**src/raw_pkg.sv**
```systemverilog
// Functional notes
// - Repeat bits pick second..year alarm match
// - Undefined repeat codes act as every second
// - Alarm match sets alarm flag at 0Fh
// - Enabled alarm flag pulls interrupt pin low
// - Pointer on flags address holds alarm off
// - Flags read releases pin, later read shows
// - Backup alarm needs backup and flag enables
// - Power-up clears backup and flag enables
// - Two low watchdog bits select resolution
// - Timeout is multiplier times resolution
// - Missed restart sets flag, interrupt or reset
// - Flags read clears watchdog flag D7
// - Steering bit picks interrupt or reset pulse
// - Reset-steered timeout clears enables and watchdog
// - Kick pin edge or write restarts watchdog
// - Writing 00h releases pin, disables watchdog
// - Power-up clears watchdog register
// - Watchdog interrupt beats frequency test output
// - Rate select picks square wave frequency
// - Square wave only while enable set
// - Recovery bit sets reset pulse length
// - Timing derives from 32768 Hz oscillator
package raw_pkg;

    // ****************************************
    // Register addresses
    // ****************************************
    localparam logic [5:0] ADDR_CONTROL    = 6'h08;
    localparam logic [5:0] ADDR_WATCHDOG   = 6'h09;
    localparam logic [5:0] ADDR_AL_MONTH   = 6'h0A;
    localparam logic [5:0] ADDR_AL_DATE    = 6'h0B;
    localparam logic [5:0] ADDR_AL_HOUR    = 6'h0C;
    localparam logic [5:0] ADDR_AL_MIN     = 6'h0D;
    localparam logic [5:0] ADDR_AL_SEC     = 6'h0E;
    localparam logic [5:0] ADDR_FLAGS      = 6'h0F;
    localparam logic [5:0] ADDR_SQW        = 6'h13;

    // ****************************************
    // Field positions
    // ****************************************
    localparam int BIT_OUT           = 7;
    localparam int BIT_FT            = 6;
    localparam int BIT_WDS           = 7;
    localparam int BIT_AFE           = 7;
    localparam int BIT_SQUARE_WAVE_ENABLE          = 6;
    localparam int BIT_ABE           = 5;
    localparam int BIT_WDF           = 7;
    localparam int BIT_AF            = 6;
    localparam int BIT_RPT_HI        = 7;
    localparam int BIT_REPEAT_SEL_BIT5          = 6;

    // ****************************************
    // Reset values
    // ****************************************
    localparam logic [7:0] RST_CONTROL   = 8'h80;
    localparam logic [7:0] RST_WATCHDOG  = 8'h00;
    localparam logic [7:0] RST_AL_MONTH  = 8'h00;
    localparam logic [7:0] RST_ZERO      = 8'h00;

    // ****************************************
    // Repeat codes
    // ****************************************
    localparam logic [4:0] RPT_SECOND = 5'h1F;
    localparam logic [4:0] RPT_MINUTE = 5'h1E;
    localparam logic [4:0] RPT_HOUR   = 5'h1C;
    localparam logic [4:0] RPT_DAY    = 5'h18;
    localparam logic [4:0] RPT_MONTH  = 5'h10;
    localparam logic [4:0] RPT_YEAR   = 5'h00;

    // ****************************************
    // Timing
    // ****************************************
    localparam int         OSC_HZ          = 32768;
    localparam int         REC_LONG_MS     = 97;
    localparam int         REC_SHORT_US    = 1000;
    localparam logic [11:0] REC_LONG_TICKS = 12'(REC_LONG_MS * OSC_HZ / 1000);
    localparam logic [11:0] REC_SHORT_TICKS = 12'(REC_SHORT_US * OSC_HZ / 1000000);
    localparam logic [21:0] WD_BASE_TICKS  = 22'(OSC_HZ / 16);
    localparam int         FT_DIV_BIT      = 5;

    // ****************************************
    // Carriers
    // ****************************************
    typedef struct packed {
        logic [7:0] month;
        logic [7:0] date;
        logic [7:0] hour;
        logic [7:0] minute;
        logic [7:0] second;
    } raw_time_t;

    typedef struct packed {
        logic       rd;
        logic       wr;
        logic [5:0] addr;
        logic [7:0] wdata;
    } raw_acc_t;

endpackage : raw_pkg

```
**src/raw_alarm_wdog.sv**
```systemverilog
`timescale 1ns/10ps
`default_nettype none
module raw_alarm_wdog (
    input  wire logic             sys_clk_i,
    input  wire logic             reset_i,
    input  wire raw_pkg::raw_acc_t acc_i,
    input  wire logic [5:0]       ptr_i,
    output logic [7:0]            rdata_o,
    input  wire raw_pkg::raw_time_t now_i,
    input  wire logic             sec_tick_i,
    input  wire logic             osc_level_i,
    input  wire logic             backup_mode_i,
    input  wire logic             recovery_length_select_i,
    input  wire logic             watchdog_kick_pin_i,
    output logic                  interrupt_test_out_pin_o,
    output logic                  interrupt_test_out_pin_oe_o,
    output logic                  reset_pin_o,
    output logic                  reset_pin_oe_o,
    output logic                  square_wave_pin_o
);
    import raw_pkg::*;

    // ****************************************
    // Helpers
    // ****************************************
    function automatic logic alarm_hit(input logic [4:0] code, input raw_time_t t, input raw_time_t a);
        logic s;
        logic m;
        logic h;
        logic d;
        logic mo;
        s  = t.second[6:0] == a.second[6:0];
        m  = t.minute[6:0] == a.minute[6:0];
        h  = t.hour[5:0]   == a.hour[5:0];
        d  = t.date[5:0]   == a.date[5:0];
        mo = t.month[4:0]  == a.month[4:0];
        case (code)
            RPT_MINUTE: alarm_hit = s;
            RPT_HOUR:   alarm_hit = s & m;
            RPT_DAY:    alarm_hit = s & m & h;
            RPT_MONTH:  alarm_hit = s & m & h & d;
            RPT_YEAR:   alarm_hit = s & m & h & d & mo;
            default:    alarm_hit = 1'b1;
        endcase
    endfunction : alarm_hit

    function automatic logic [21:0] wd_limit(input logic [7:0] wd);
        wd_limit = 22'(wd[6:2]) * (WD_BASE_TICKS << {wd[1:0], 1'b0});
    endfunction : wd_limit

    // ****************************************
    // Registers
    // ****************************************
    logic [7:0]  control_reg;
    logic [7:0]  wdog_reg;
    logic [7:0]  al_month_reg;
    logic [7:0]  al_date_reg;
    logic [7:0]  al_hour_reg;
    logic [7:0]  al_min_reg;
    logic [7:0]  al_sec_reg;
    logic [7:0]  sqw_sel_reg;
    logic        alarm_flag_reg;
    logic        alarm_pend_reg;
    logic        wdog_flag_reg;
    logic        wd_irq_reg;
    logic [21:0] wd_cnt_reg;
    logic        osc_prev_reg;
    logic        kick_prev_reg;
    logic [14:0] div_reg;
    logic [11:0] rec_cnt_reg;
    logic        rst_act_reg;
    logic        pin_low_reg;
    logic        sqw_reg;

    logic        osc_tick;
    logic        kick_edge;
    logic        wr_wdog;
    logic        rd_flags;
    logic        alarm_match;
    logic        wd_run;
    logic        wd_timeout;
    logic        wd_to_rst;
    logic [4:0]  rpt_code;
    raw_time_t   al_set;

    assign osc_tick    = osc_level_i & ~osc_prev_reg;
    assign kick_edge   = watchdog_kick_pin_i ^ kick_prev_reg;
    assign wr_wdog     = acc_i.wr && acc_i.addr == ADDR_WATCHDOG;
    assign rd_flags    = acc_i.rd && acc_i.addr == ADDR_FLAGS;
    assign rpt_code    = {al_date_reg[BIT_REPEAT_SEL_BIT5], al_date_reg[BIT_RPT_HI], al_hour_reg[BIT_RPT_HI],
                          al_min_reg[BIT_RPT_HI], al_sec_reg[BIT_RPT_HI]};
    assign al_set      = '{al_month_reg, al_date_reg, al_hour_reg, al_min_reg, al_sec_reg};
    assign alarm_match = sec_tick_i && alarm_hit(rpt_code, now_i, al_set);
    assign wd_run      = wdog_reg[6:2] != 5'h00 && !wd_irq_reg;
    assign wd_timeout  = wd_run && osc_tick && !wr_wdog && !kick_edge
                         && (wd_cnt_reg + 22'h000001) >= wd_limit(wdog_reg);
    assign wd_to_rst   = wd_timeout && wdog_reg[BIT_WDS];

    // ****************************************
    // Edge samplers and divider
    // ****************************************
    always_ff @(posedge sys_clk_i or posedge reset_i) begin
        if (reset_i) begin
            osc_prev_reg  <= 1'b0;
            kick_prev_reg <= 1'b0;
            div_reg       <= 15'h0000;
        end else begin
            osc_prev_reg  <= osc_level_i;
            kick_prev_reg <= watchdog_kick_pin_i;
            if (osc_tick) begin
                div_reg <= div_reg + 15'h0001;
            end
        end
    end

    // ****************************************
    // Host writes
    // ****************************************
    always_ff @(posedge sys_clk_i or posedge reset_i) begin
        if (reset_i) begin
            control_reg  <= RST_CONTROL;
            wdog_reg     <= RST_WATCHDOG;
            al_month_reg <= RST_AL_MONTH;
            al_date_reg  <= RST_ZERO;
            al_hour_reg  <= RST_ZERO;
            al_min_reg   <= RST_ZERO;
            al_sec_reg   <= RST_ZERO;
            sqw_sel_reg  <= RST_ZERO;
        end else if (wd_to_rst) begin
            wdog_reg                  <= RST_WATCHDOG;
            control_reg[BIT_FT]       <= 1'b0;
            al_month_reg[BIT_AFE]     <= 1'b0;
            al_month_reg[BIT_ABE]     <= 1'b0;
            al_month_reg[BIT_SQUARE_WAVE_ENABLE]    <= 1'b0;
        end else if (acc_i.wr) begin
            case (acc_i.addr)
                ADDR_CONTROL:  control_reg  <= acc_i.wdata;
                ADDR_WATCHDOG: wdog_reg     <= acc_i.wdata;
                ADDR_AL_MONTH: al_month_reg <= acc_i.wdata;
                ADDR_AL_DATE:  al_date_reg  <= acc_i.wdata;
                ADDR_AL_HOUR:  al_hour_reg  <= acc_i.wdata;
                ADDR_AL_MIN:   al_min_reg   <= acc_i.wdata;
                ADDR_AL_SEC:   al_sec_reg   <= acc_i.wdata;
                ADDR_SQW:      sqw_sel_reg  <= {acc_i.wdata[7:4], 4'h0};
                default:       ;
            endcase
        end
    end

    // ****************************************
    // Host reads
    // ****************************************
    always_ff @(posedge sys_clk_i or posedge reset_i) begin
        if (reset_i) begin
            rdata_o <= 8'h00;
        end else if (acc_i.rd) begin
            case (acc_i.addr)
                ADDR_CONTROL:  rdata_o <= control_reg;
                ADDR_WATCHDOG: rdata_o <= wdog_reg;
                ADDR_AL_MONTH: rdata_o <= al_month_reg;
                ADDR_AL_DATE:  rdata_o <= al_date_reg;
                ADDR_AL_HOUR:  rdata_o <= al_hour_reg;
                ADDR_AL_MIN:   rdata_o <= al_min_reg;
                ADDR_AL_SEC:   rdata_o <= al_sec_reg;
                ADDR_FLAGS:    rdata_o <= {wdog_flag_reg, alarm_flag_reg, 6'h00};
                ADDR_SQW:      rdata_o <= sqw_sel_reg;
                default:       rdata_o <= 8'h00;
            endcase
        end
    end

    // ****************************************
    // Alarm flag
    // ****************************************
    always_ff @(posedge sys_clk_i or posedge reset_i) begin
        if (reset_i) begin
            alarm_flag_reg <= 1'b0;
            alarm_pend_reg <= 1'b0;
        end else begin
            if (ptr_i == ADDR_FLAGS) begin
                alarm_pend_reg <= alarm_pend_reg | alarm_match;
            end else begin
                alarm_pend_reg <= 1'b0;
            end
            if ((alarm_match || alarm_pend_reg) && ptr_i != ADDR_FLAGS) begin
                alarm_flag_reg <= 1'b1;
            end else if (rd_flags) begin
                alarm_flag_reg <= 1'b0;
            end
        end
    end

    // ****************************************
    // Watchdog
    // ****************************************
    always_ff @(posedge sys_clk_i or posedge reset_i) begin
        if (reset_i) begin
            wd_cnt_reg    <= 22'h000000;
            wd_irq_reg    <= 1'b0;
            wdog_flag_reg <= 1'b0;
        end else begin
            if (wr_wdog || kick_edge || !wd_run || wd_timeout) begin
                wd_cnt_reg <= 22'h000000;
            end else if (osc_tick) begin
                wd_cnt_reg <= wd_cnt_reg + 22'h000001;
            end
            if (wd_timeout) begin
                wdog_flag_reg <= 1'b1;
            end else if (rd_flags) begin
                wdog_flag_reg <= 1'b0;
            end
            if (wd_timeout && !wdog_reg[BIT_WDS]) begin
                wd_irq_reg <= 1'b1;
            end else if (wr_wdog && acc_i.wdata == 8'h00) begin
                wd_irq_reg <= 1'b0;
            end
        end
    end

    // ****************************************
    // Reset pulse
    // ****************************************
    always_ff @(posedge sys_clk_i or posedge reset_i) begin
        if (reset_i) begin
            rst_act_reg <= 1'b0;
            rec_cnt_reg <= 12'h000;
        end else if (wd_to_rst) begin
            rst_act_reg <= 1'b1;
            rec_cnt_reg <= recovery_length_select_i ? REC_SHORT_TICKS : REC_LONG_TICKS;
        end else if (rst_act_reg && osc_tick) begin
            if (rec_cnt_reg == 12'h001) begin
                rst_act_reg <= 1'b0;
            end
            rec_cnt_reg <= rec_cnt_reg - 12'h001;
        end
    end

    // ****************************************
    // Interrupt, test and output pin
    // ****************************************
    logic pin_low_next;
    logic wd_owns_pin;
    logic alarm_irq;
    logic ft_active;

    always_comb begin
        wd_owns_pin = wdog_reg != 8'h00 && !wdog_reg[BIT_WDS];
        alarm_irq   = alarm_flag_reg && al_month_reg[BIT_AFE];
        ft_active   = control_reg[BIT_FT] && !al_month_reg[BIT_AFE] && !wd_owns_pin;
        if (backup_mode_i) begin
            pin_low_next = alarm_irq && al_month_reg[BIT_ABE];
        end else if (wd_irq_reg || alarm_irq) begin
            pin_low_next = 1'b1;
        end else if (ft_active) begin
            pin_low_next = !div_reg[FT_DIV_BIT];
        end else if (!control_reg[BIT_FT] && !al_month_reg[BIT_AFE] && wdog_reg == 8'h00) begin
            pin_low_next = !control_reg[BIT_OUT];
        end else begin
            pin_low_next = 1'b0;
        end
    end

    always_ff @(posedge sys_clk_i or posedge reset_i) begin
        if (reset_i) begin
            pin_low_reg <= 1'b0;
        end else begin
            pin_low_reg <= pin_low_next;
        end
    end

    assign interrupt_test_out_pin_o    = 1'b0;
    assign interrupt_test_out_pin_oe_o = pin_low_reg;
    assign reset_pin_o                 = 1'b0;
    assign reset_pin_oe_o              = rst_act_reg;

    // ****************************************
    // Square wave
    // ****************************************
    logic [3:0] rate_sel;
    assign rate_sel = sqw_sel_reg[7:4];

    always_ff @(posedge sys_clk_i or posedge reset_i) begin
        if (reset_i) begin
            sqw_reg <= 1'b0;
        end else if (!al_month_reg[BIT_SQUARE_WAVE_ENABLE] || rate_sel == 4'h0) begin
            sqw_reg <= 1'b0;
        end else if (rate_sel == 4'h1) begin
            sqw_reg <= osc_level_i;
        end else begin
            sqw_reg <= div_reg[rate_sel - 4'h1];
        end
    end

    assign square_wave_pin_o = sqw_reg;

    // ****************************************
    // Checks
    // ****************************************
    chk_flag_read_clear: assert property (@(posedge sys_clk_i) disable iff (reset_i)
        rd_flags && !wd_timeout |=> !wdog_flag_reg)
        else $error("watchdog flag not cleared by flags read");
    chk_wd_flag_set: assert property (@(posedge sys_clk_i) disable iff (reset_i)
        wd_timeout |=> wdog_flag_reg)
        else $error("watchdog flag not set on timeout");
    chk_alarm_hold: assert property (@(posedge sys_clk_i) disable iff (reset_i)
        ptr_i == ADDR_FLAGS && !alarm_flag_reg && !rd_flags |=> !alarm_flag_reg)
        else $error("alarm flag set while pointer on flags");
    chk_alarm_set: assert property (@(posedge sys_clk_i) disable iff (reset_i)
        alarm_match && ptr_i != ADDR_FLAGS |=> alarm_flag_reg)
        else $error("alarm match did not set flag");
    chk_rst_clears: assert property (@(posedge sys_clk_i) disable iff (reset_i)
        wd_to_rst |=> wdog_reg == 8'h00 && !control_reg[BIT_FT] && !al_month_reg[BIT_AFE]
                      && !al_month_reg[BIT_ABE] && !al_month_reg[BIT_SQUARE_WAVE_ENABLE] && reset_pin_oe_o)
        else $error("reset timeout did not clear enables");
    chk_irq_release: assert property (@(posedge sys_clk_i) disable iff (reset_i)
        wd_irq_reg && wr_wdog && acc_i.wdata == 8'h00 |=> !wd_irq_reg ##1 !wd_run)
        else $error("watchdog interrupt not released by 00h");
    chk_pin_wd: assert property (@(posedge sys_clk_i) disable iff (reset_i)
        wd_irq_reg && !backup_mode_i |=> interrupt_test_out_pin_oe_o)
        else $error("watchdog interrupt lost on pin");
    chk_backup_gate: assert property (@(posedge sys_clk_i) disable iff (reset_i)
        backup_mode_i && !al_month_reg[BIT_ABE] |=> !interrupt_test_out_pin_oe_o)
        else $error("pin driven in backup without enable");
    chk_sqw_off: assert property (@(posedge sys_clk_i) disable iff (reset_i)
        !al_month_reg[BIT_SQUARE_WAVE_ENABLE] |=> !square_wave_pin_o)
        else $error("square wave active while disabled");
    chk_kick_restart: assert property (@(posedge sys_clk_i) disable iff (reset_i)
        kick_edge |=> wd_cnt_reg == 22'h000000)
        else $error("kick edge did not restart watchdog");

    cov_alarm_irq:  cover property (@(posedge sys_clk_i) disable iff (reset_i) alarm_irq ##1 rd_flags);
    cov_wd_rst:     cover property (@(posedge sys_clk_i) disable iff (reset_i) wd_to_rst);
    cov_wd_irq:     cover property (@(posedge sys_clk_i) disable iff (reset_i) wd_timeout && !wd_to_rst);
    cov_sqw_toggle: cover property (@(posedge sys_clk_i) disable iff (reset_i) $rose(square_wave_pin_o));

endmodule : raw_alarm_wdog
`default_nettype wire

```
**config.mk**
```make
export PLATFORM = sky130hd
export DESIGN_NAME = raw_alarm_wdog
export DESIGN_NICKNAME = d
export VERILOG_FILES = /design/src/raw_pkg.sv /design/src/raw_alarm_wdog.sv
export SDC_FILE = /design/constraint.sdc
export NUM_CORES = 1
export LEC_CHECK = 0
export ABC_AREA = 1
export BUFFER_PORTS_ARGS = -buffer_cell sky130_fd_sc_hd__buf_2
export CORE_MARGIN = 2
export CORE_UTILIZATION = 55
export DETAILED_ROUTE_END_ITERATION = 12
export PLACE_DENSITY = 0.74
export RECOVER_POWER = 25
export SKIP_CTS_REPAIR_TIMING = 1
export SLEW_MARGIN = 20
export SYNTH_ARGS = -nofsm -noshare
export SYNTH_HDL_FRONTEND = slang
export SYNTH_SLANG_ARGS = --single-unit
```
**constraint.sdc**
```tcl
create_clock -name sys_clk_i -period 10 [get_ports sys_clk_i]
set_input_delay 1 -clock sys_clk_i [delete_from_list [all_inputs] [get_ports sys_clk_i]]
set_output_delay 1 -clock sys_clk_i [all_outputs]
set_load 0.01 [all_outputs]
```
==> results.json <==
{
  "status": "finished, violations left",
  "violations": "max-capacitance violations, max-slew violations",
  "reg2reg_from": "wdog_reg[0]",
  "ios": 82,
  "worst_slew_pin_slew_ps": 2723,
  "fmax_ghz": 0.2020,
  "clock_latency_ps": 420,
  "cts_root_buffer": "clkbuf_16",
  "design.core.area_um2": 13350,
  "num_rows": 42,
  "place_inst": 1222,
  "routed_via_density": 5.230,
  "route.detailed.drc": 0,
  "fin_total_pwr_mw": 1.625,
  "path_cells": "nor2_1, inv_1, nor2_1, ha_1, fa_1, ha_1, nand3_1, nand2_1, nand3b_1, nand2_1, a31oi_1, xor2_1, ha_1, nand2_1, nor2_1, a211oi_1, nand2_1, nand3_2, nand3_1, o21ai_0",
  "fin_crit_sh_pct": 49.51,
  "yosysMostFrequentCell": "nand2_1",
  "power_density_nw_per_um2": 186.6,
  "synth_top_flop_cell": "dfrtp_1",
  "worst_setup_path_start_kind": "flop",
  "peakVddDrop_uv": 174.5,
  "p_leak_nw": 4.539,
  "drt-total-wl_um": 18350,
  "die_width_um": 121.6,
  "grt_pass1_wl_um": 30290,
  "dr.pass1.iters": 7,
  "syn_avg_cell_area_um2": 7.687,
  "swShare_pct": 30.26,
  "path_class": "flop to flop",
  "clock_sinks": 126,
  "fp.dieH_um": 121.6,
  "yosys.area.top_type": "dfrtp_1",
  "ys_seq_elements": 126,
  "numCtsBuffers": 17,
  "post-place-ws_ps": 5127,
  "initial_core_util_pct": 56.96,
  "cp_max_fo": 31,
  "antenna_found_initial": 0,
  "largest_reg_flops": 22,
  "yosysSeqAreaShare_pct": 41.49,
  "synth_cells": 989,
  "finalSetupTns_ps": 0,
  "num_vias": 6558,
  "ys_types": 46,
  "slew_violations": 63,
  "dr.first_iter.drc_count": 589,
  "clk_pin_slew_worst_paths_ps": 50,
  "first_global_vias": 6148,
  "slowest_stage": "nand3_2",
  "drive_above_1_share_pct": 10.58,
  "p_sw_mw": 0.4919,
  "hp-start": "rec_cnt_reg[11]",
  "crit_end": "al_hour_reg[5]",
  "synth_common_cells": "nand2_1, inv_1, dfrtp_1",
  "nets": 1167,
  "required_ps": 10320,
  "end_kind": "flop",
  "grt-ovfl-total": 0,
  "synth_area_um2": 7602,
  "setup_viol_count_final": 0,
  "finClkSkew_ps": 7.928,
  "synth-edff-count": 0,
  "fillerInstances": 1211,
  "worst_hold_slack_ps": 480.1,
  "power_frac_comb_pct": 20.4,
  "htreeDepth": 4,
  "cts_tree": "yes",
  "hold_viol": 0,
  "wl_per_cell_um": 14.64,
  "cp-startpoint": "wdog_reg[0]",
  "n_antenna_cell": 0,
  "dpl_cell_area_um2": 8099,
  "cts_buffer_depth": 2,
  "stdcell_count": 1254,
  "place_congestion": 0.9371,
  "intPower_mw": 1.133,
  "grt_usage_pct": 26.46,
  "ant_nets": 0,
  "io_buffers": 70,
  "fin_crit_ps": 4951,
  "drv_cap": 1,
  "reg2reg_slack_ps": 5050,
  "netlist.area_leader.share_pct": 41.15,
  "grt_max_degree": 66,
  "area_growth_syn_to_layout_pct": 14.57,
  "min_path_type": "flop to flop",
  "seq_power_share_pct": 40.2,
  "grt_setup_unrepaired": "no",
  "die-area_um2": 14780,
  "ys_top_cells_by_area": "dfrtp_1, nand2_1, inv_1",
  "finalInstanceArea_um2": 8710,
  "relSlewSlack_pct": -82.55,
  "dp_hpwl_um": 13260,
  "final_util_pct": 65.25,
  "worst_slack_ps": 5049,
  "crit_top_cell": "nand2_1",
  "async_flop_share_pct": 100.0,
  "critPathMaxStageDelay_ps": 570,
  "r2r_cells": 20,
  "arrival_ps": 5270,
  "clock_power_share_pct": 39.4,
  "rr_endpoint": "al_hour_reg[5]",
  "ys_warn_count": 0
}
[how the worst min path moves through the flow]
stage                            to  slack [ps]  depth (start not counted)
floorplan               div_reg[14]         440                          1
global placement    rec_cnt_reg[11]         460                          2
detailed placement  rec_cnt_reg[11]         460                          2
CTS                 rec_cnt_reg[11]         480                          2
global route        rec_cnt_reg[11]         490                          2
finish              rec_cnt_reg[11]         480                          2
[logic make-up after synthesis]
| kind of cell | synth area share [%] |
|---|---|
| flip-flops | 41.49 |
| multiplexers | 0.4443 |
| buffers and inverters | 9.348 |
| XOR/XNOR | 7.834 |
| other | 0.04933 |
| adder cells (fa/ha/maj) | 5.826 |
| AND/OR/NAND/NOR | 24.01 |
| AO/OA/AOI/OAI | 10.99 |
[routing by layer]
layer	track usage (%)	part of all wire, %	up-vias
met2	41.05	46	207
met4	7.471	1.5	0
met3	5.478	6.2	24
met1	37.90	47	3012
li1	-	-	3315
met5	0	0	-
[final cells by class]
class,count,area (um2),area share (%)
Multi-Input combinational cell,684,3739,42.92
Clock buffer,26,509.2,5.847
Clock inverter,6,107.6,1.235
Inverter,164,616.8,7.082
Tap cell,176,220.2,2.528
Sequential cell,126,3154,36.22
Timing Repair Buffer,72,362.8,4.166
[cell usage in the layout (no fill, tap or decap), types with 25 or more instances in the layout]
master and instances:
xnor2_1 25, nand3_1 46, nand2_1 257, o21ai_0 86, inv_1 160, xor2_1 43
buf_2 68, dfrtp_1 125, ha_1 29, nor2_1 77
[worst max-delay path, delay by kind of cell, from the launching register on]
kind                     cells  cell delay [ps]
AND/OR/NAND/NOR             11             2180
adder cells (fa/ha/maj)      4             1230
AO/OA/AOI/OAI                3              680
flip-flops                   1              440
XOR/XNOR                     1              190
buffers and inverters        1              120
[power groups by stage]
stage	clock (mW)	combinational (mW)	sequential, mW
2_1_floorplan	0	0.245	0.642
3_3_place_gp	0	0.317	0.658
3_5_place_dp	0	0.326	0.659
4_1_cts	0.647	0.332	0.652
5_1_grt	0.670	0.383	0.664
6_report	0.640	0.332	0.653
Note: power is estimated with default switching activity, not from simulation.
